[config.mk]
export PLATFORM = sky130hd
export DESIGN_NAME = lcd_vr_timing
export DESIGN_NICKNAME = d
export VERILOG_FILES = /design/src/design/lcd_vr_pkg.sv /design/src/design/char_tick_divider.sv /design/src/design/lcd_vr_timing.sv /design/src/design/panel_mod_gen.sv
export SDC_FILE = /design/constraint.sdc
export NUM_CORES = 1
export LEC_CHECK = 0
export BUFFER_PORTS_ARGS = -buffer_cell sky130_fd_sc_hd__buf_2
export CAP_MARGIN = 10
export CORE_MARGIN = 2
export CORE_UTILIZATION = 50
export CTS_CLUSTER_DIAMETER = 150
export CTS_CLUSTER_SIZE = 24
export DETAILED_ROUTE_END_ITERATION = 8
export PLACE_DENSITY = 0.71
export SYNTH_ARGS = -nofsm -noshare
export SYNTH_HDL_FRONTEND = slang
export SYNTH_HIERARCHICAL = 1
export SYNTH_SLANG_ARGS = --single-unit
[constraint.sdc]
create_clock -name clk_i -period 5.24 [get_ports clk_i]
set_input_delay 0.786 -clock clk_i [delete_from_list [all_inputs] [get_ports clk_i]]
set_output_delay 0.786 -clock clk_i [all_outputs]
set_load 0.02 [all_outputs]
[src/design/lcd_vr_pkg.sv]
// Purpose: shared constants for the virtual refresh panel timing block
// Assumes: indexed byte-wide I/O port pair, one 10 MHz clock
// Notes:   index and data ports, register indexes, field positions

package lcd_vr_pkg;
  // I/O port pair: index latch and data window
  localparam logic [15:0] IDX_PORT  = 16'h03C4;
  localparam logic [15:0] DATA_PORT = 16'h03C5;

  // register indexes
  localparam logic [7:0] IDX_OVF1 = 8'h50;
  localparam logic [7:0] IDX_OVF2 = 8'h51;
  localparam logic [7:0] IDX_HT   = 8'h52;
  localparam logic [7:0] IDX_HDE  = 8'h53;
  localparam logic [7:0] IDX_HSS  = 8'h54;
  localparam logic [7:0] IDX_VT   = 8'h55;
  localparam logic [7:0] IDX_VDE  = 8'h56;
  localparam logic [7:0] IDX_VSS  = 8'h57;
  localparam logic [7:0] IDX_EMI  = 8'h58;
  localparam logic [7:0] IDX_MOD  = 8'h59;

  // reset values; timing registers have none defined, cleared here
  localparam logic [7:0] EMI_RST    = 8'h00;
  localparam logic [7:0] MOD_RST    = 8'h00;
  localparam logic [7:0] TIMING_RST = 8'h00;

  // field positions
  localparam int OVF1_HSS8   = 0;
  localparam int OVF1_VT_LO  = 1;
  localparam int OVF2_HT8    = 0;
  localparam int OVF2_HDE8   = 1;
  localparam int OVF2_VDE_LO = 2;
  localparam int OVF2_VSS_LO = 5;
  localparam int EMI_DLY_LO  = 0;
  localparam int EMI_PAD     = 2;
  localparam int EMI_RED     = 3;
  localparam int MOD_SEL     = 7;
  localparam logic [7:0] OVF1_MASK = 8'h0F;
  localparam logic [7:0] EMI_MASK  = 8'h0F;

  // panel geometry and timing counts
  localparam int          CHAR_PIXELS = 8;
  localparam logic [1:0]  PANEL_DSTN  = 2'b01;
  localparam logic [9:0]  HS_NARROW   = 10'h001;
  localparam logic [9:0]  HS_WIDE     = 10'h002;
endpackage

[src/design/char_tick_divider.sv]
// Purpose: one-cycle enable every DIV clocks (character clock)
// Assumes: free running from reset
// Notes:   tick_o is a flop output

`timescale 1ns/1ps
`default_nettype none

module char_tick_divider #(
  parameter int DIV = 8
) (
  input  wire logic clk_i,
  input  wire logic rst_i,
  output logic      tick_o
);
  logic [$clog2(DIV)-1:0] cnt_q;

  // modulo counter, pulse on last count
  always_ff @(posedge clk_i or posedge rst_i) begin
    if (rst_i) begin
      cnt_q  <= '0;
      tick_o <= 1'b0;
    end else begin
      tick_o <= (cnt_q == ($clog2(DIV))'(DIV - 1));
      if (cnt_q == ($clog2(DIV))'(DIV - 1)) begin
        cnt_q <= '0;
      end else begin
        cnt_q <= cnt_q + 1'b1;
      end
    end
  end
endmodule

`default_nettype wire

[src/design/lcd_vr_timing.sv]
// Purpose: virtual refresh panel timing, EMI and modulation control
// Assumes: clk_i is the pixel clock; host uses the indexed I/O pair
// Notes:   panel type, refresh enable and sync width come as inputs
//
// Summary of operation
// - horizontal total counts 8-pixel characters
// - horizontal total ninth bit from overflow two
// - display end 9 bits, bit 8 overflow two
// - line sync starts at sync start value
// - sync start bit 8 from overflow one
// - line sync 8 or 16 pixels wide
// - vertical total 11 bits, overflow one 3:1
// - dstn programs half height lines
// - vertical display end high bits overflow two
// - vertical sync start high bits overflow two
// - frame sync lasts one line
// - timing runs only in virtual refresh
// - emi bit 3 enables reduction
// - emi bit 2 picks pad drive
// - emi bits 1:0 delay shift clock
// - modulation bit 7 picks line/frame clock
// - modulation count sets modulation rate
// - emi and modulation reset to zero
// - refresh enable bit; dstn type 01

`timescale 1ns/1ps
`default_nettype none

module lcd_vr_timing #(
  parameter int HW = 9,
  parameter int VW = 11
) (
  input  wire logic        clk_i,
  input  wire logic        rst_i,
  input  wire logic [15:0] io_addr_i,
  input  wire logic        io_wr_i,
  input  wire logic        io_rd_i,
  input  wire logic [7:0]  io_wdata_i,
  output logic      [7:0]  io_rdata_o,
  input  wire logic        vr_enable_i,
  input  wire logic [1:0]  panel_type_i,
  input  wire logic        hsync_wide_i,
  output logic             hsync_o,
  output logic             vsync_o,
  output logic             line_pulse_o,
  output logic             frame_pulse_o,
  output logic             display_enable_o,
  output logic             panel_shift_clock_o,
  output logic             emi_reduction_enable_o,
  output logic             pad_drive_6ma_o,
  output logic             modulation_o
);
  logic [7:0]    index_q;
  logic [7:0]    ovf1_q;
  logic [7:0]    ovf2_q;
  logic [7:0]    ht_q;
  logic [7:0]    hde_q;
  logic [7:0]    hss_q;
  logic [7:0]    vt_q;
  logic [7:0]    vde_q;
  logic [7:0]    vss_q;
  logic [7:0]    emi_q;
  logic [7:0]    mod_q;
  logic [7:0]    rd_d;
  logic [HW-1:0] horiz_total_value;
  logic [HW-1:0] horiz_display_end_value;
  logic [HW-1:0] horiz_sync_start_value;
  logic [VW-1:0] vert_total_value;
  logic [VW-1:0] vert_display_end_value;
  logic [VW-1:0] vert_sync_start_value;
  logic [HW-1:0] h_cnt_q;
  logic [VW-1:0] v_cnt_q;
  logic          char_en;
  logic          run;
  logic          dstn;
  logic          line_end;
  logic          frame_end;
  logic          hs_win;
  logic          vs_win;
  logic          de_win;
  logic [9:0]    hs_len;
  logic [9:0]    hs_stop;
  logic          mod_tick;
  logic          sclk_q;
  logic [3:0]    sclk_dly_q;

  // host port decode
  wire idx_sel  = (io_addr_i == lcd_vr_pkg::IDX_PORT);
  wire data_sel = (io_addr_i == lcd_vr_pkg::DATA_PORT);

  // index latch
  always_ff @(posedge clk_i or posedge rst_i) begin
    if (rst_i) begin
      index_q <= 8'h00;
    end else if (io_wr_i && idx_sel) begin
      index_q <= io_wdata_i;
    end
  end

  // timing registers; undefined at power-on, cleared for determinism
  always_ff @(posedge clk_i or posedge rst_i) begin
    if (rst_i) begin
      ovf1_q <= lcd_vr_pkg::TIMING_RST;
      ovf2_q <= lcd_vr_pkg::TIMING_RST;
      ht_q   <= lcd_vr_pkg::TIMING_RST;
      hde_q  <= lcd_vr_pkg::TIMING_RST;
      hss_q  <= lcd_vr_pkg::TIMING_RST;
      vt_q   <= lcd_vr_pkg::TIMING_RST;
      vde_q  <= lcd_vr_pkg::TIMING_RST;
      vss_q  <= lcd_vr_pkg::TIMING_RST;
    end else if (io_wr_i && data_sel) begin
      case (index_q)
        lcd_vr_pkg::IDX_OVF1: ovf1_q <= io_wdata_i & lcd_vr_pkg::OVF1_MASK;
        lcd_vr_pkg::IDX_OVF2: ovf2_q <= io_wdata_i;
        lcd_vr_pkg::IDX_HT:   ht_q   <= io_wdata_i;
        lcd_vr_pkg::IDX_HDE:  hde_q  <= io_wdata_i;
        lcd_vr_pkg::IDX_HSS:  hss_q  <= io_wdata_i;
        lcd_vr_pkg::IDX_VT:   vt_q   <= io_wdata_i;
        lcd_vr_pkg::IDX_VDE:  vde_q  <= io_wdata_i;
        lcd_vr_pkg::IDX_VSS:  vss_q  <= io_wdata_i;
        default: ;
      endcase
    end
  end

  // control registers with defined power-on value
  always_ff @(posedge clk_i or posedge rst_i) begin
    if (rst_i) begin
      emi_q <= lcd_vr_pkg::EMI_RST;
      mod_q <= lcd_vr_pkg::MOD_RST;
    end else if (io_wr_i && data_sel) begin
      if (index_q == lcd_vr_pkg::IDX_EMI) begin
        emi_q <= io_wdata_i & lcd_vr_pkg::EMI_MASK;
      end
      if (index_q == lcd_vr_pkg::IDX_MOD) begin
        mod_q <= io_wdata_i;
      end
    end
  end

  // read mux; other indexes belong to other blocks and read zero
  always_comb begin
    rd_d = 8'h00;
    case (index_q)
      lcd_vr_pkg::IDX_OVF1: rd_d = ovf1_q;
      lcd_vr_pkg::IDX_OVF2: rd_d = ovf2_q;
      lcd_vr_pkg::IDX_HT:   rd_d = ht_q;
      lcd_vr_pkg::IDX_HDE:  rd_d = hde_q;
      lcd_vr_pkg::IDX_HSS:  rd_d = hss_q;
      lcd_vr_pkg::IDX_VT:   rd_d = vt_q;
      lcd_vr_pkg::IDX_VDE:  rd_d = vde_q;
      lcd_vr_pkg::IDX_VSS:  rd_d = vss_q;
      lcd_vr_pkg::IDX_EMI:  rd_d = emi_q;
      lcd_vr_pkg::IDX_MOD:  rd_d = mod_q;
      default:              rd_d = 8'h00;
    endcase
  end

  // read data registered; index port reads back the latch
  always_ff @(posedge clk_i or posedge rst_i) begin
    if (rst_i) begin
      io_rdata_o <= 8'h00;
    end else if (io_rd_i && idx_sel) begin
      io_rdata_o <= index_q;
    end else if (io_rd_i && data_sel) begin
      io_rdata_o <= rd_d;
    end
  end

  // assembled timing values
  assign horiz_total_value       = {ovf2_q[lcd_vr_pkg::OVF2_HT8], ht_q};
  assign horiz_display_end_value = {ovf2_q[lcd_vr_pkg::OVF2_HDE8], hde_q};
  assign horiz_sync_start_value  = {ovf1_q[lcd_vr_pkg::OVF1_HSS8], hss_q};
  assign vert_total_value        = {ovf1_q[lcd_vr_pkg::OVF1_VT_LO +: 3], vt_q};
  assign vert_display_end_value  = {ovf2_q[lcd_vr_pkg::OVF2_VDE_LO +: 3], vde_q};
  assign vert_sync_start_value   = {ovf2_q[lcd_vr_pkg::OVF2_VSS_LO +: 3], vss_q};

  // mode decode
  assign run  = vr_enable_i;
  assign dstn = (panel_type_i == lcd_vr_pkg::PANEL_DSTN);

  // character clock enable, one pulse per 8 pixels
  char_tick_divider #(
    .DIV(lcd_vr_pkg::CHAR_PIXELS)
  ) u_char_div (
    .clk_i  (clk_i),
    .rst_i  (rst_i),
    .tick_o (char_en)
  );

  assign line_end  = run && char_en && (h_cnt_q == horiz_total_value);
  assign frame_end = line_end && (v_cnt_q == vert_total_value);

  // horizontal counter in characters; a dstn period is two panel lines
  always_ff @(posedge clk_i or posedge rst_i) begin
    if (rst_i) begin
      h_cnt_q <= '0;
    end else if (!run) begin
      h_cnt_q <= '0;
    end else if (char_en) begin
      if (h_cnt_q == horiz_total_value) begin
        h_cnt_q <= '0;
      end else begin
        h_cnt_q <= h_cnt_q + 1'b1;
      end
    end
  end

  // vertical counter; dstn totals already hold half the panel height
  always_ff @(posedge clk_i or posedge rst_i) begin
    if (rst_i) begin
      v_cnt_q <= '0;
    end else if (!run) begin
      v_cnt_q <= '0;
    end else if (line_end) begin
      if (v_cnt_q == vert_total_value) begin
        v_cnt_q <= '0;
      end else begin
        v_cnt_q <= v_cnt_q + 1'b1;
      end
    end
  end

  // sync windows; a start at or before the display end would overlap active video
  assign hs_len  = hsync_wide_i ? lcd_vr_pkg::HS_WIDE : lcd_vr_pkg::HS_NARROW;
  assign hs_stop = {1'b0, horiz_sync_start_value} + hs_len;
  assign hs_win  = (h_cnt_q >= horiz_sync_start_value)
                   && ({1'b0, h_cnt_q} < hs_stop);
  assign vs_win  = (v_cnt_q == vert_sync_start_value);
  assign de_win  = (h_cnt_q <= horiz_display_end_value)
                   && (v_cnt_q <= vert_display_end_value);

  // panel sync outputs, routed by panel type
  always_ff @(posedge clk_i or posedge rst_i) begin
    if (rst_i) begin
      hsync_o          <= 1'b0;
      vsync_o          <= 1'b0;
      line_pulse_o     <= 1'b0;
      frame_pulse_o    <= 1'b0;
      display_enable_o <= 1'b0;
    end else begin
      hsync_o          <= run && !dstn && hs_win;
      line_pulse_o     <= run && dstn && hs_win;
      vsync_o          <= run && !dstn && vs_win;
      frame_pulse_o    <= run && dstn && vs_win;
      display_enable_o <= run && de_win;
    end
  end

  // pad controls go to the pad ring through one register stage
  always_ff @(posedge clk_i or posedge rst_i) begin
    if (rst_i) begin
      emi_reduction_enable_o <= 1'b0;
      pad_drive_6ma_o        <= 1'b0;
    end else begin
      emi_reduction_enable_o <= emi_q[lcd_vr_pkg::EMI_RED];
      pad_drive_6ma_o        <= emi_q[lcd_vr_pkg::EMI_PAD];
    end
  end

  // shift clock at half pixel rate; one delay unit is one clock here,
  // finer analog delay taps are not available in a single-clock design
  always_ff @(posedge clk_i or posedge rst_i) begin
    if (rst_i) begin
      sclk_q              <= 1'b0;
      sclk_dly_q          <= 4'h0;
      panel_shift_clock_o <= 1'b0;
    end else begin
      sclk_q              <= run && !sclk_q;
      sclk_dly_q          <= {sclk_dly_q[2:0], sclk_q};
      panel_shift_clock_o <= sclk_dly_q[emi_q[lcd_vr_pkg::EMI_DLY_LO +: 2]];
    end
  end

  // modulation clock select: frame or line
  assign mod_tick = mod_q[lcd_vr_pkg::MOD_SEL] ? line_end : frame_end;

  panel_mod_gen #(
    .CW(7)
  ) u_mod (
    .clk_i   (clk_i),
    .rst_i   (rst_i),
    .run_i   (run),
    .tick_i  (mod_tick),
    .count_i (mod_q[6:0]),
    .mod_o   (modulation_o)
  );
endmodule

`default_nettype wire

[src/design/panel_mod_gen.sv]
// Purpose: panel modulation signal, toggles every count+1 ticks
// Assumes: tick_i is a one-cycle pulse of the chosen clock
// Notes:   count 0 toggles on every tick

`timescale 1ns/1ps
`default_nettype none

module panel_mod_gen #(
  parameter int CW = 7
) (
  input  wire logic          clk_i,
  input  wire logic          rst_i,
  input  wire logic          run_i,
  input  wire logic          tick_i,
  input  wire logic [CW-1:0] count_i,
  output logic               mod_o
);
  logic [CW-1:0] ticks_q;

  // count ticks of the selected clock, flip at the limit
  always_ff @(posedge clk_i or posedge rst_i) begin
    if (rst_i) begin
      ticks_q <= '0;
      mod_o   <= 1'b0;
    end else if (!run_i) begin
      ticks_q <= '0;
      mod_o   <= 1'b0;
    end else if (tick_i) begin
      if (ticks_q >= count_i) begin
        ticks_q <= '0;
        mod_o   <= !mod_o;
      end else begin
        ticks_q <= ticks_q + 1'b1;
      end
    end
  end
endmodule

`default_nettype wire

# After elaboration in Yosys (flattened, before gate mapping)
# Cells that the tools add are included.
# op_classes
magnitude_cmp	6
n_reduce_logical	32
mux	20
n_addsub	5
n_eq_ne	21
# ops
op	count
$eq A8 B7 Y1 const B	10
$pmux W8 S10	1
$mux W11	3
$eq A16 B10 Y1 const B	2
$mux W9	3
$eq A11 B11 Y1	2
$reduce_and A2 Y1	11
$mux W7	3
$logic_and A1 B1 Y1	17
$mux W8	2
$add A11 B1 Y11 const B	1
$le A11 B11 Y1	1
$add A9 B2 Y10	1
$lt A9 B10 Y1	1
$add A9 B1 Y9 const B	1
$eq A9 B9 Y1	1
$ge A9 B9 Y1	1
$le A9 B9 Y1	1
$ne A2 B1 Y1 const B	4
$add A7 B1 Y7 const B	1
$ge A7 B7 Y1	1
$mux W1	5
$add A3 B1 Y3 const B	1
$eq A3 B3 Y1 const B	1
7 further kinds	9
# totals
ff_bits	133
elab_cells	112
out_inout_bits	17
in_bits	32

# Depth between registers and ports, before layout
# Gate-level depths: netlist (run 1).
# depth
word_depth	6
ltp_mapped	12

# Hierarchy
# Netlist (run 1), hierarchy kept.
# modules_own_cells
mod	area_per_inst_um2	seq_area_each_um2	n_inst	cells_each
lcd_vr_timing	7181.9	3027.9	1	685
panel_mod_gen	658.1	200.2	1	70
char_tick_divider	132.6	100.1	1	8

# Worst setup path after synthesis (run 1)
# OpenSTA, ideal clock, no wires.
# synth_path
kind	in2reg
from	input hsync_wide_i
to	register hsync_o
path_slack_ps	2185
arrival_time_ps	2969
t_required_ps	5154
path_buffers	0
stages	12
path_cell_list	inv_1 ha_1 inv_1 fa_1 nor4_1 nand3_1 xnor2_1 ha_1 a211oi_1 o211ai_1 and3_1 nor3_1
# synth_between
elab_chain_len	5
# synth_lines
item	line	text
from (decl)	lcd_vr_timing.sv:42	input wire logic hsync_wide_i,
$mux W2	lcd_vr_timing.sv:225	assign hs_len = hsync_wide_i ? lcd_vr_pkg::HS_WIDE : lcd_vr_pkg::HS_NARROW;
$add A9 B2 Y10	lcd_vr_timing.sv:226	assign hs_stop = {1'b0, horiz_sync_start_value} + hs_len;
$lt A9 B10 Y1	lcd_vr_timing.sv:228	&& ({1'b0, h_cnt_q} < hs_stop);
$logic_and A1 B1 Y1	lcd_vr_timing.sv:228	
$logic_and A1 B1 Y1	lcd_vr_timing.sv:242	hsync_o <= run && !dstn && hs_win;
to (signal assigned)	lcd_vr_timing.sv:242	
to (decl)	lcd_vr_timing.sv:43	output logic hsync_o,
# No other way between the ends.
# A chain may end at the register's enable or synchronous reset.

# Worst setup path after layout (run 1)
# layout_path
from	register v_cnt_q[7]
to	register u_mod.ticks_q[6]
# layout_between
elab_chain_len	4
# layout_lines
item	line	text
from (decl)	lcd_vr_timing.sv:72	logic [VW-1:0] v_cnt_q;
from (signal assigned)	lcd_vr_timing.sv:219	v_cnt_q <= v_cnt_q + 1'b1;
$eq A11 B11 Y1	lcd_vr_timing.sv:192	assign frame_end = line_end && (v_cnt_q == vert_total_value);
$logic_and A1 B1 Y1	lcd_vr_timing.sv:192	
$mux W1	lcd_vr_timing.sv:276	assign mod_tick = mod_q[lcd_vr_pkg::MOD_SEL] ? line_end : frame_end;
net mod_tick	lcd_vr_timing.sv:83	logic mod_tick;
$ne A2 B1 Y1 (no line)	n/a	
to (signal assigned)	panel_mod_gen.sv:33	ticks_q <= ticks_q + 1'b1;
to (decl)	panel_mod_gen.sv:18	logic [CW-1:0] ticks_q;
# The timed path passes the listed nets, and every way through them passes these cells.

==> impl_metrics.toml, run 1 <==
[cells_and_area]
final_nets = 880
drive_above_1_share = 0.218
synthToLayoutAreaGrowth_pct = 12.4
num_antenna_cells = 0

[worst_setup_path]
end_kind = "flop"
worstPathCellList = "xor2_1 -> nor4_1 -> nand3_1 -> a21boi_0 -> nand2b_2 -> nand4_1 -> or3_1 -> a22oi_2"
crit_arrival_ns = 3.41
crit_slowest_cell = "dfrtp_1"
cp-start-kind = "flop"
critPathMaxStageDelay_ns = 0.50
cp_num_buf_inv = 0
crit_required_ns = 5.59
path_max_fanout = 15
cp_top_family = "simple AND/OR/NAND/NOR gates"
worstSetupPathType = "reg2reg"

[detailed_routing]
drc = 0
firstDrtPassIters = 6
wire_per_inst_um = 20.7
wl_mm = 21.2
ant_nets = 0
drt_iter0_markers = 503
vias = 6141
post_drt_via_cell_ratio = 6.00

[outcome]
status = "finished, final reports clean"

[logic_synthesis]
synth_cell_types = 73
ys_seq_area_frac = 0.417
synth-seq-cells = 133
syn_inst = 763
async_flop_share = 1.00
mappedNetlistArea_um2 = 7970
yosysWarnings = 6
synth_fp_nets = 847
avgSynthCellArea_um2 = 10.4
ys.flop_type = "dfrtp_1"
synth-edff-count = 0

[timing]
fin_crit_ns = 3.06
finalSetupViolCount = 0
finalClockSkew_ns = 0.00716
finalHoldViolations = 0
slew_headroom = 0.302
fmax_mhz = 327
rsz0062_at_grt = "no"
period_share = 0.584
setup_tns_ns = 0
worstMarginPinSlew_ns = 1.04
drv_slew = 0
timing.hold.ws_ns = 0.264

[cts]
cts_htree_levels = 4
clock_path_buffers = 2
cts_inserted_buffers = 17
cts_tree = "yes"
ctsResizeCount = 0
clk_latency_ns = 0.43
cts_hold_buf = 0
cts-root-buf = "clkbuf_16"
cts_setup_buffers = 0
path_clk_slew_ns = 0.06
cts.sinks = 133

[power_and_ir_drop]
powerDensity_nw_per_um2 = 267
vdd_drop_max_uv = 221
leakagePower_nw = 4.45

[floorplanning]
dieArea_um2 = 17000
initial_utilization = 0.507
io_pins = 49
dieWidth_um = 130
placementRows = 46
core-area_um2 = 15700
die_h_um = 130

[global_route]
grt_max_degree = 63
grt_pass1_wl_mm = 33.2
track_usage = 0.262
antenna_found_initial = 0
grt_overflow = 0
grt_pass1_vias = 6190

[placement]
gp_congestion = 0.982
port_buffers = 48
dp_hpwl_mm = 15.4

[job]
max_cap_viol_count = 0

[hold_path]
hold_path_class = "in2async"
[flip-flops by register name, summed over array words and instances (netlist names), 4 cells and up]
name / cells
io_rdata_o: 8
sclk_dly_q: 4
vss_q: 8
hde_q: 8
u_mod/ticks_q: 7
index_q: 8
h_cnt_q: 9
ovf1_q: 4
mod_q: 8
hss_q: 8
ht_q: 8
vde_q: 8
emi_q: 4
v_cnt_q: 11
ovf2_q: 8
vt_q: 8
[path summary, 6_finish.rpt]
check,start,end,slack (ns),depth (start not counted)
max,v_cnt_q[7],u_mod/ticks_q[6],2.18,8
min,rst_i,u_char_div/cnt_q[1],0.26,2
max reg2reg,v_cnt_q[7],u_mod/ticks_q[6],2.18,8
min reg2reg,sclk_dly_q[2],sclk_dly_q[3],0.38,0
max in group asynchronous,rst_i,sclk_q,3.47,3
min in group clk_i,sclk_dly_q[2],sclk_dly_q[3],0.38,0
[power breakdown]
group | total (mW) | internal [mW] | switching (mW)
registers | 1.03 | 1.03 | 0.00210
clock network | 1.27 | 0.803 | 0.466
logic | 0.0856 | 0.0237 | 0.0619
total | 2.39 | 1.86 | 0.530
[Yosys cell counts, drive strengths merged (4+ instances only)]
library cell	instances	area share
o22ai	4	0.0031
and3	11	0.0093
a21o	7	0.0066
a211oi	6	0.0056
nor3	19	0.017
o21a	5	0.0047
xnor2	19	0.021
buf	5	0.0061
mux2i	13	0.016
a22oi	6	0.0063
ha	51	0.080
o211ai	6	0.0063
nand4	5	0.0039
or3	8	0.0063
mux4	5	0.014
nand3	31	0.019
dfrtp	133	0.42
nand2	67	0.032
clkbuf	31	0.015
nand2b	7	0.0058
nor2	21	0.010
nand3b	4	0.0038
a221oi	6	0.0066
inv	56	0.026
xor2	28	0.031
o21ai	48	0.030
mux2	73	0.11
a31oi	9	0.0071
nor2b	6	0.0047
a22o	4	0.0044
nor4	9	0.0071
a21oi	17	0.011
[layer usage]
metal  GRT usage  vias up  routed length [um]
met1       0.330     3042                8780
met2       0.433      230               10400
met5           0        -                   0
met4      0.0968        0                 528
met3      0.0705       54                1450
li1            -     2815                   -
[cells by family after synthesis]
| kind of cell | share of synthesized area |
|---|---|
| AND/OR/NAND/NOR | 0.140 |
| AO/OA/AOI/OAI | 0.120 |
| flip-flops | 0.417 |
| buffers and inverters | 0.0471 |
| multiplexers | 0.141 |
| adder cells (fa/ha/maj) | 0.0825 |
| XOR/XNOR | 0.0516 |
[area by class of cell]
| type | instances | area, um^2 |
|---|---|---|
| timing repair buffer | 50 | 255 |
| inverter | 56 | 213 |
| sequential | 133 | 3330 |
| tap | 216 | 270 |
| clock buffer | 18 | 439 |
| clock inverter | 13 | 183 |
| multi-input combinational | 538 | 4280 |
| fill | 1312 | 6750 |
[layout by cell type (no fill, tap or decap), types with 6 or more instances in the layout]
cell type / count
dfrtp_1: 133
nand2_1: 67
mux2_2: 57
inv_1: 55
ha_1: 51
buf_2: 48
o21ai_0: 46
nand3_1: 31
xor2_1: 28
nor2_1: 20
xnor2_1: 19
clkbuf_16: 17
a21oi_1: 16
mux2_4: 16
nor3_1: 14
mux2i_1: 13
and3_1: 10
a31oi_1: 9
nor4_1: 8
or3_1: 8
a21o_1: 7
nand2b_1: 6
nor2b_1: 6
a221oi_1: 6
a211oi_1: 6
[per-stage QoR]
step / instances / instance area (um^2) / total power [mW] / worst slack (ns) / util
finish: 1024 / 8960 / 2.39 / 2.18 / 0.570
global route: 1024 / 8960 / 2.46 / 1.88 / 0.570
CTS: 1024 / 8960 / 2.40 / 2.19 / 0.570
detailed placement: 993 / 8340 / 1.14 / 1.85 / 0.531
global placement: 993 / 8340 / 1.14 / 1.97 / 0.531
floorplan: 763 / 7970 / 1.10 / 1.24 / -
No activity file was read; power rests on OpenSTA's default activity.
==> run 2, diff against run 1 <==
ABC_AREA = 1   (was unset)
PLACE_DENSITY = 0.73   (was 0.71)
clock period = 2.7 ns   (was 5.24 ns; I/O delays follow)
==> impl_metrics.toml, run 2 <==
[outcome]
status = "finished, final reports clean"

[worst_setup_path]
r2r_slack_ns = 0.23
crit_required_ns = 3.01
worstRegToRegCells = 15
path_max_fanout = 4
r2r-end = "hsync_o"
end_kind = "flop"
cp-start-kind = "flop"
worstSetupPathType = "reg2reg"
reg2reg_from = "hss_q[0]"
crit_arrival_ns = 2.78
cp-endpoint = "hsync_o"
crit_start = "hss_q[0]"

[detailed_routing]
drt_iter0_markers = 681
wire_per_inst_um = 16.3
post_drt_via_cell_ratio = 5.43
firstDrtPassIters = 5
drc = 0
ant_nets = 0
vias = 7358
wl_mm = 22.1

[cts]
clk_latency_ns = 0.42
clock_path_buffers = 2
cts_htree_levels = 4
path_clk_slew_ns = 0.06
cts_setup_buffers = 0
cts_tree = "yes"
cts.sinks = 133
cts_inserted_buffers = 17
cts-root-buf = "clkbuf_16"

[timing]
rsz0062_at_grt = "no"
finalSetupViolCount = 0
slew_headroom = 0.508
period_share = 0.915
worstMarginPinSlew_ns = 0.737
finalClockSkew_ns = 0.00894
drv_slew = 0
timing.hold.ws_ns = 0.278
setup_tns_ns = 0
fin_crit_ns = 2.47
fmax_mhz = 405
finalHoldViolations = 0

[cells_and_area]
regMostFlops = "v_cnt_q"
largest_reg_flops = 11
synthToLayoutAreaGrowth_pct = 15.7
final_common_cell = "nand2_1"
top_regs = "v_cnt_q: 11 flops, h_cnt_q: 9 flops"
num_antenna_cells = 0
final_cell_mix = "nand2_1 (167), nor2_1 (158), inv_1 (143)"
drive_above_1_share = 0.123
final_nets = 1209

[hold_path]
hold_path_class = "in2reg"
hold_depth = 4

[power_and_ir_drop]
powerDensity_nw_per_um2 = 515
vdd_drop_max_uv = 548
leakagePower_nw = 5.14
p_total_mw = 4.87

[floorplanning]
core-area_um2 = 15900
placementRows = 46
dieWidth_um = 132
initial_utilization = 0.513
die_h_um = 132
io_pins = 49
dieArea_um2 = 17400

[logic_synthesis]
async_flop_share = 1.00
synth_cell_types = 42
yosysTopAreaCell = "dfrtp_1"
ys.flop_type = "dfrtp_1"
mappedNetlistArea_um2 = 8170
synth-seq-cells = 133
yosysWarnings = 6
avgSynthCellArea_um2 = 7.66
ys_seq_area_frac = 0.407
synth_fp_nets = 1151
ys_top_cells_by_area = "dfrtp_1 (41%), ha_1 (7.8%), nand2_1 (7.7%), nor2_1 (7.3%), inv_1 (6.6%)"
synth-edff-count = 0
synth_top_cells_by_count = "nand2_1 (167), nor2_1 (159), inv_1 (144)"
synth_top_area_frac = 0.407
syn_inst = 1067
yosysMostFrequentCell = "nand2_1"

[placement]
gp_congestion = 0.951
dp_hpwl_mm = 16.1
port_buffers = 48

[global_route]
grt_pass1_wl_mm = 36.6
grt_max_degree = 46
grt_pass1_vias = 7268
track_usage = 0.267
grt_overflow = 0
antenna_found_initial = 0

[job]
max_cap_viol_count = 0
[run 2: cell types whose count changed after synthesis, sizes merged, moves of 14 or more]
cell   delta
nor2    +149
nand2   +105
o21ai    -14
nand4    +31
mux2     -73
nand3    +78
a21oi    +75
inv      +93
[run 2: cell type report]
| cell class | count | area, um^2 |
|---|---|---|
| fillers | 1418 | 6490 |
| multi-input cells | 747 | 4120 |
| flip-flops and latches | 133 | 3330 |
| inverters | 149 | 566 |
| repair buffers | 77 | 498 |
| clock buffers | 21 | 480 |
| well taps | 216 | 270 |
| clock inverters | 11 | 195 |
[run 2: kinds of logic after synthesis]
family,synth area share
and+or+nand+nor,0.283
buffers and inverters,0.0893
AOI/OAI and AO/OA,0.0940
DFF,0.407
adders and majority gates,0.0805
xor gates and xnor gates,0.0461
[run 2: layer usage]
layer  global-route usage  part of all wire
met1                0.356              0.44
met5                    0                 0
met4                0.115             0.029
met3               0.0488             0.065
met2                0.429              0.47
[run 2: timing repair]
action | 4_1_cts | 5_1_grt
gates resized for setup | 0 | 3
hold buffers | 1 | 0
hold endpoints to repair | 12 | 0
setup endpoints to repair | 0 | 2
[run 2: critical path: stages, from the launching register on]
cell and delay (ns):
dfrtp_1 0.35, ha_1 0.17, inv_1 0.06, fa_1 0.39, or2_4 0.28, nor2_2 0.10
nand2_1 0.07, xor2_1 0.15, ha_1 0.27, nand2_1 0.05, inv_1 0.05, nand4_1 0.11
inv_1 0.07, nand3_1 0.06, nand3_1 0.12, nor2_1 0.05
[run 2: how the worst min path moves through the flow]
stage          slack (ns)            start             endpoint
3_3_place_gp         0.36            rst_i  u_char_div/cnt_q[1]
2_1_floorplan        0.17            rst_i  u_char_div/cnt_q[0]
4_1_cts              0.27  panel_type_i[0]              vsync_o
6_report             0.28  panel_type_i[0]              vsync_o
3_5_place_dp         0.37            rst_i  u_char_div/cnt_q[1]
5_1_grt              0.30  panel_type_i[0]              vsync_o
[run 2: through the flow]
step	utilization	worst slack, ns	area [um^2]	cells
2_1_floorplan	-	0.191	8180	1067
3_3_place_gp	0.550	-0.0592	8770	1321
3_5_place_dp	0.550	-0.0783	8770	1321
4_1_cts	0.593	0.152	9450	1354
5_1_grt	0.593	0.00968	9460	1354
6_report	0.593	0.229	9460	1354
[run 2: power breakdown]
group | leakage (nW) | internal (mW) | switching (mW)
Sequential | 1.46 | 2.01 | 0.0136
Combinational | 3.36 | 0.0619 | 0.144
Clock | 0.322 | 1.74 | 0.896
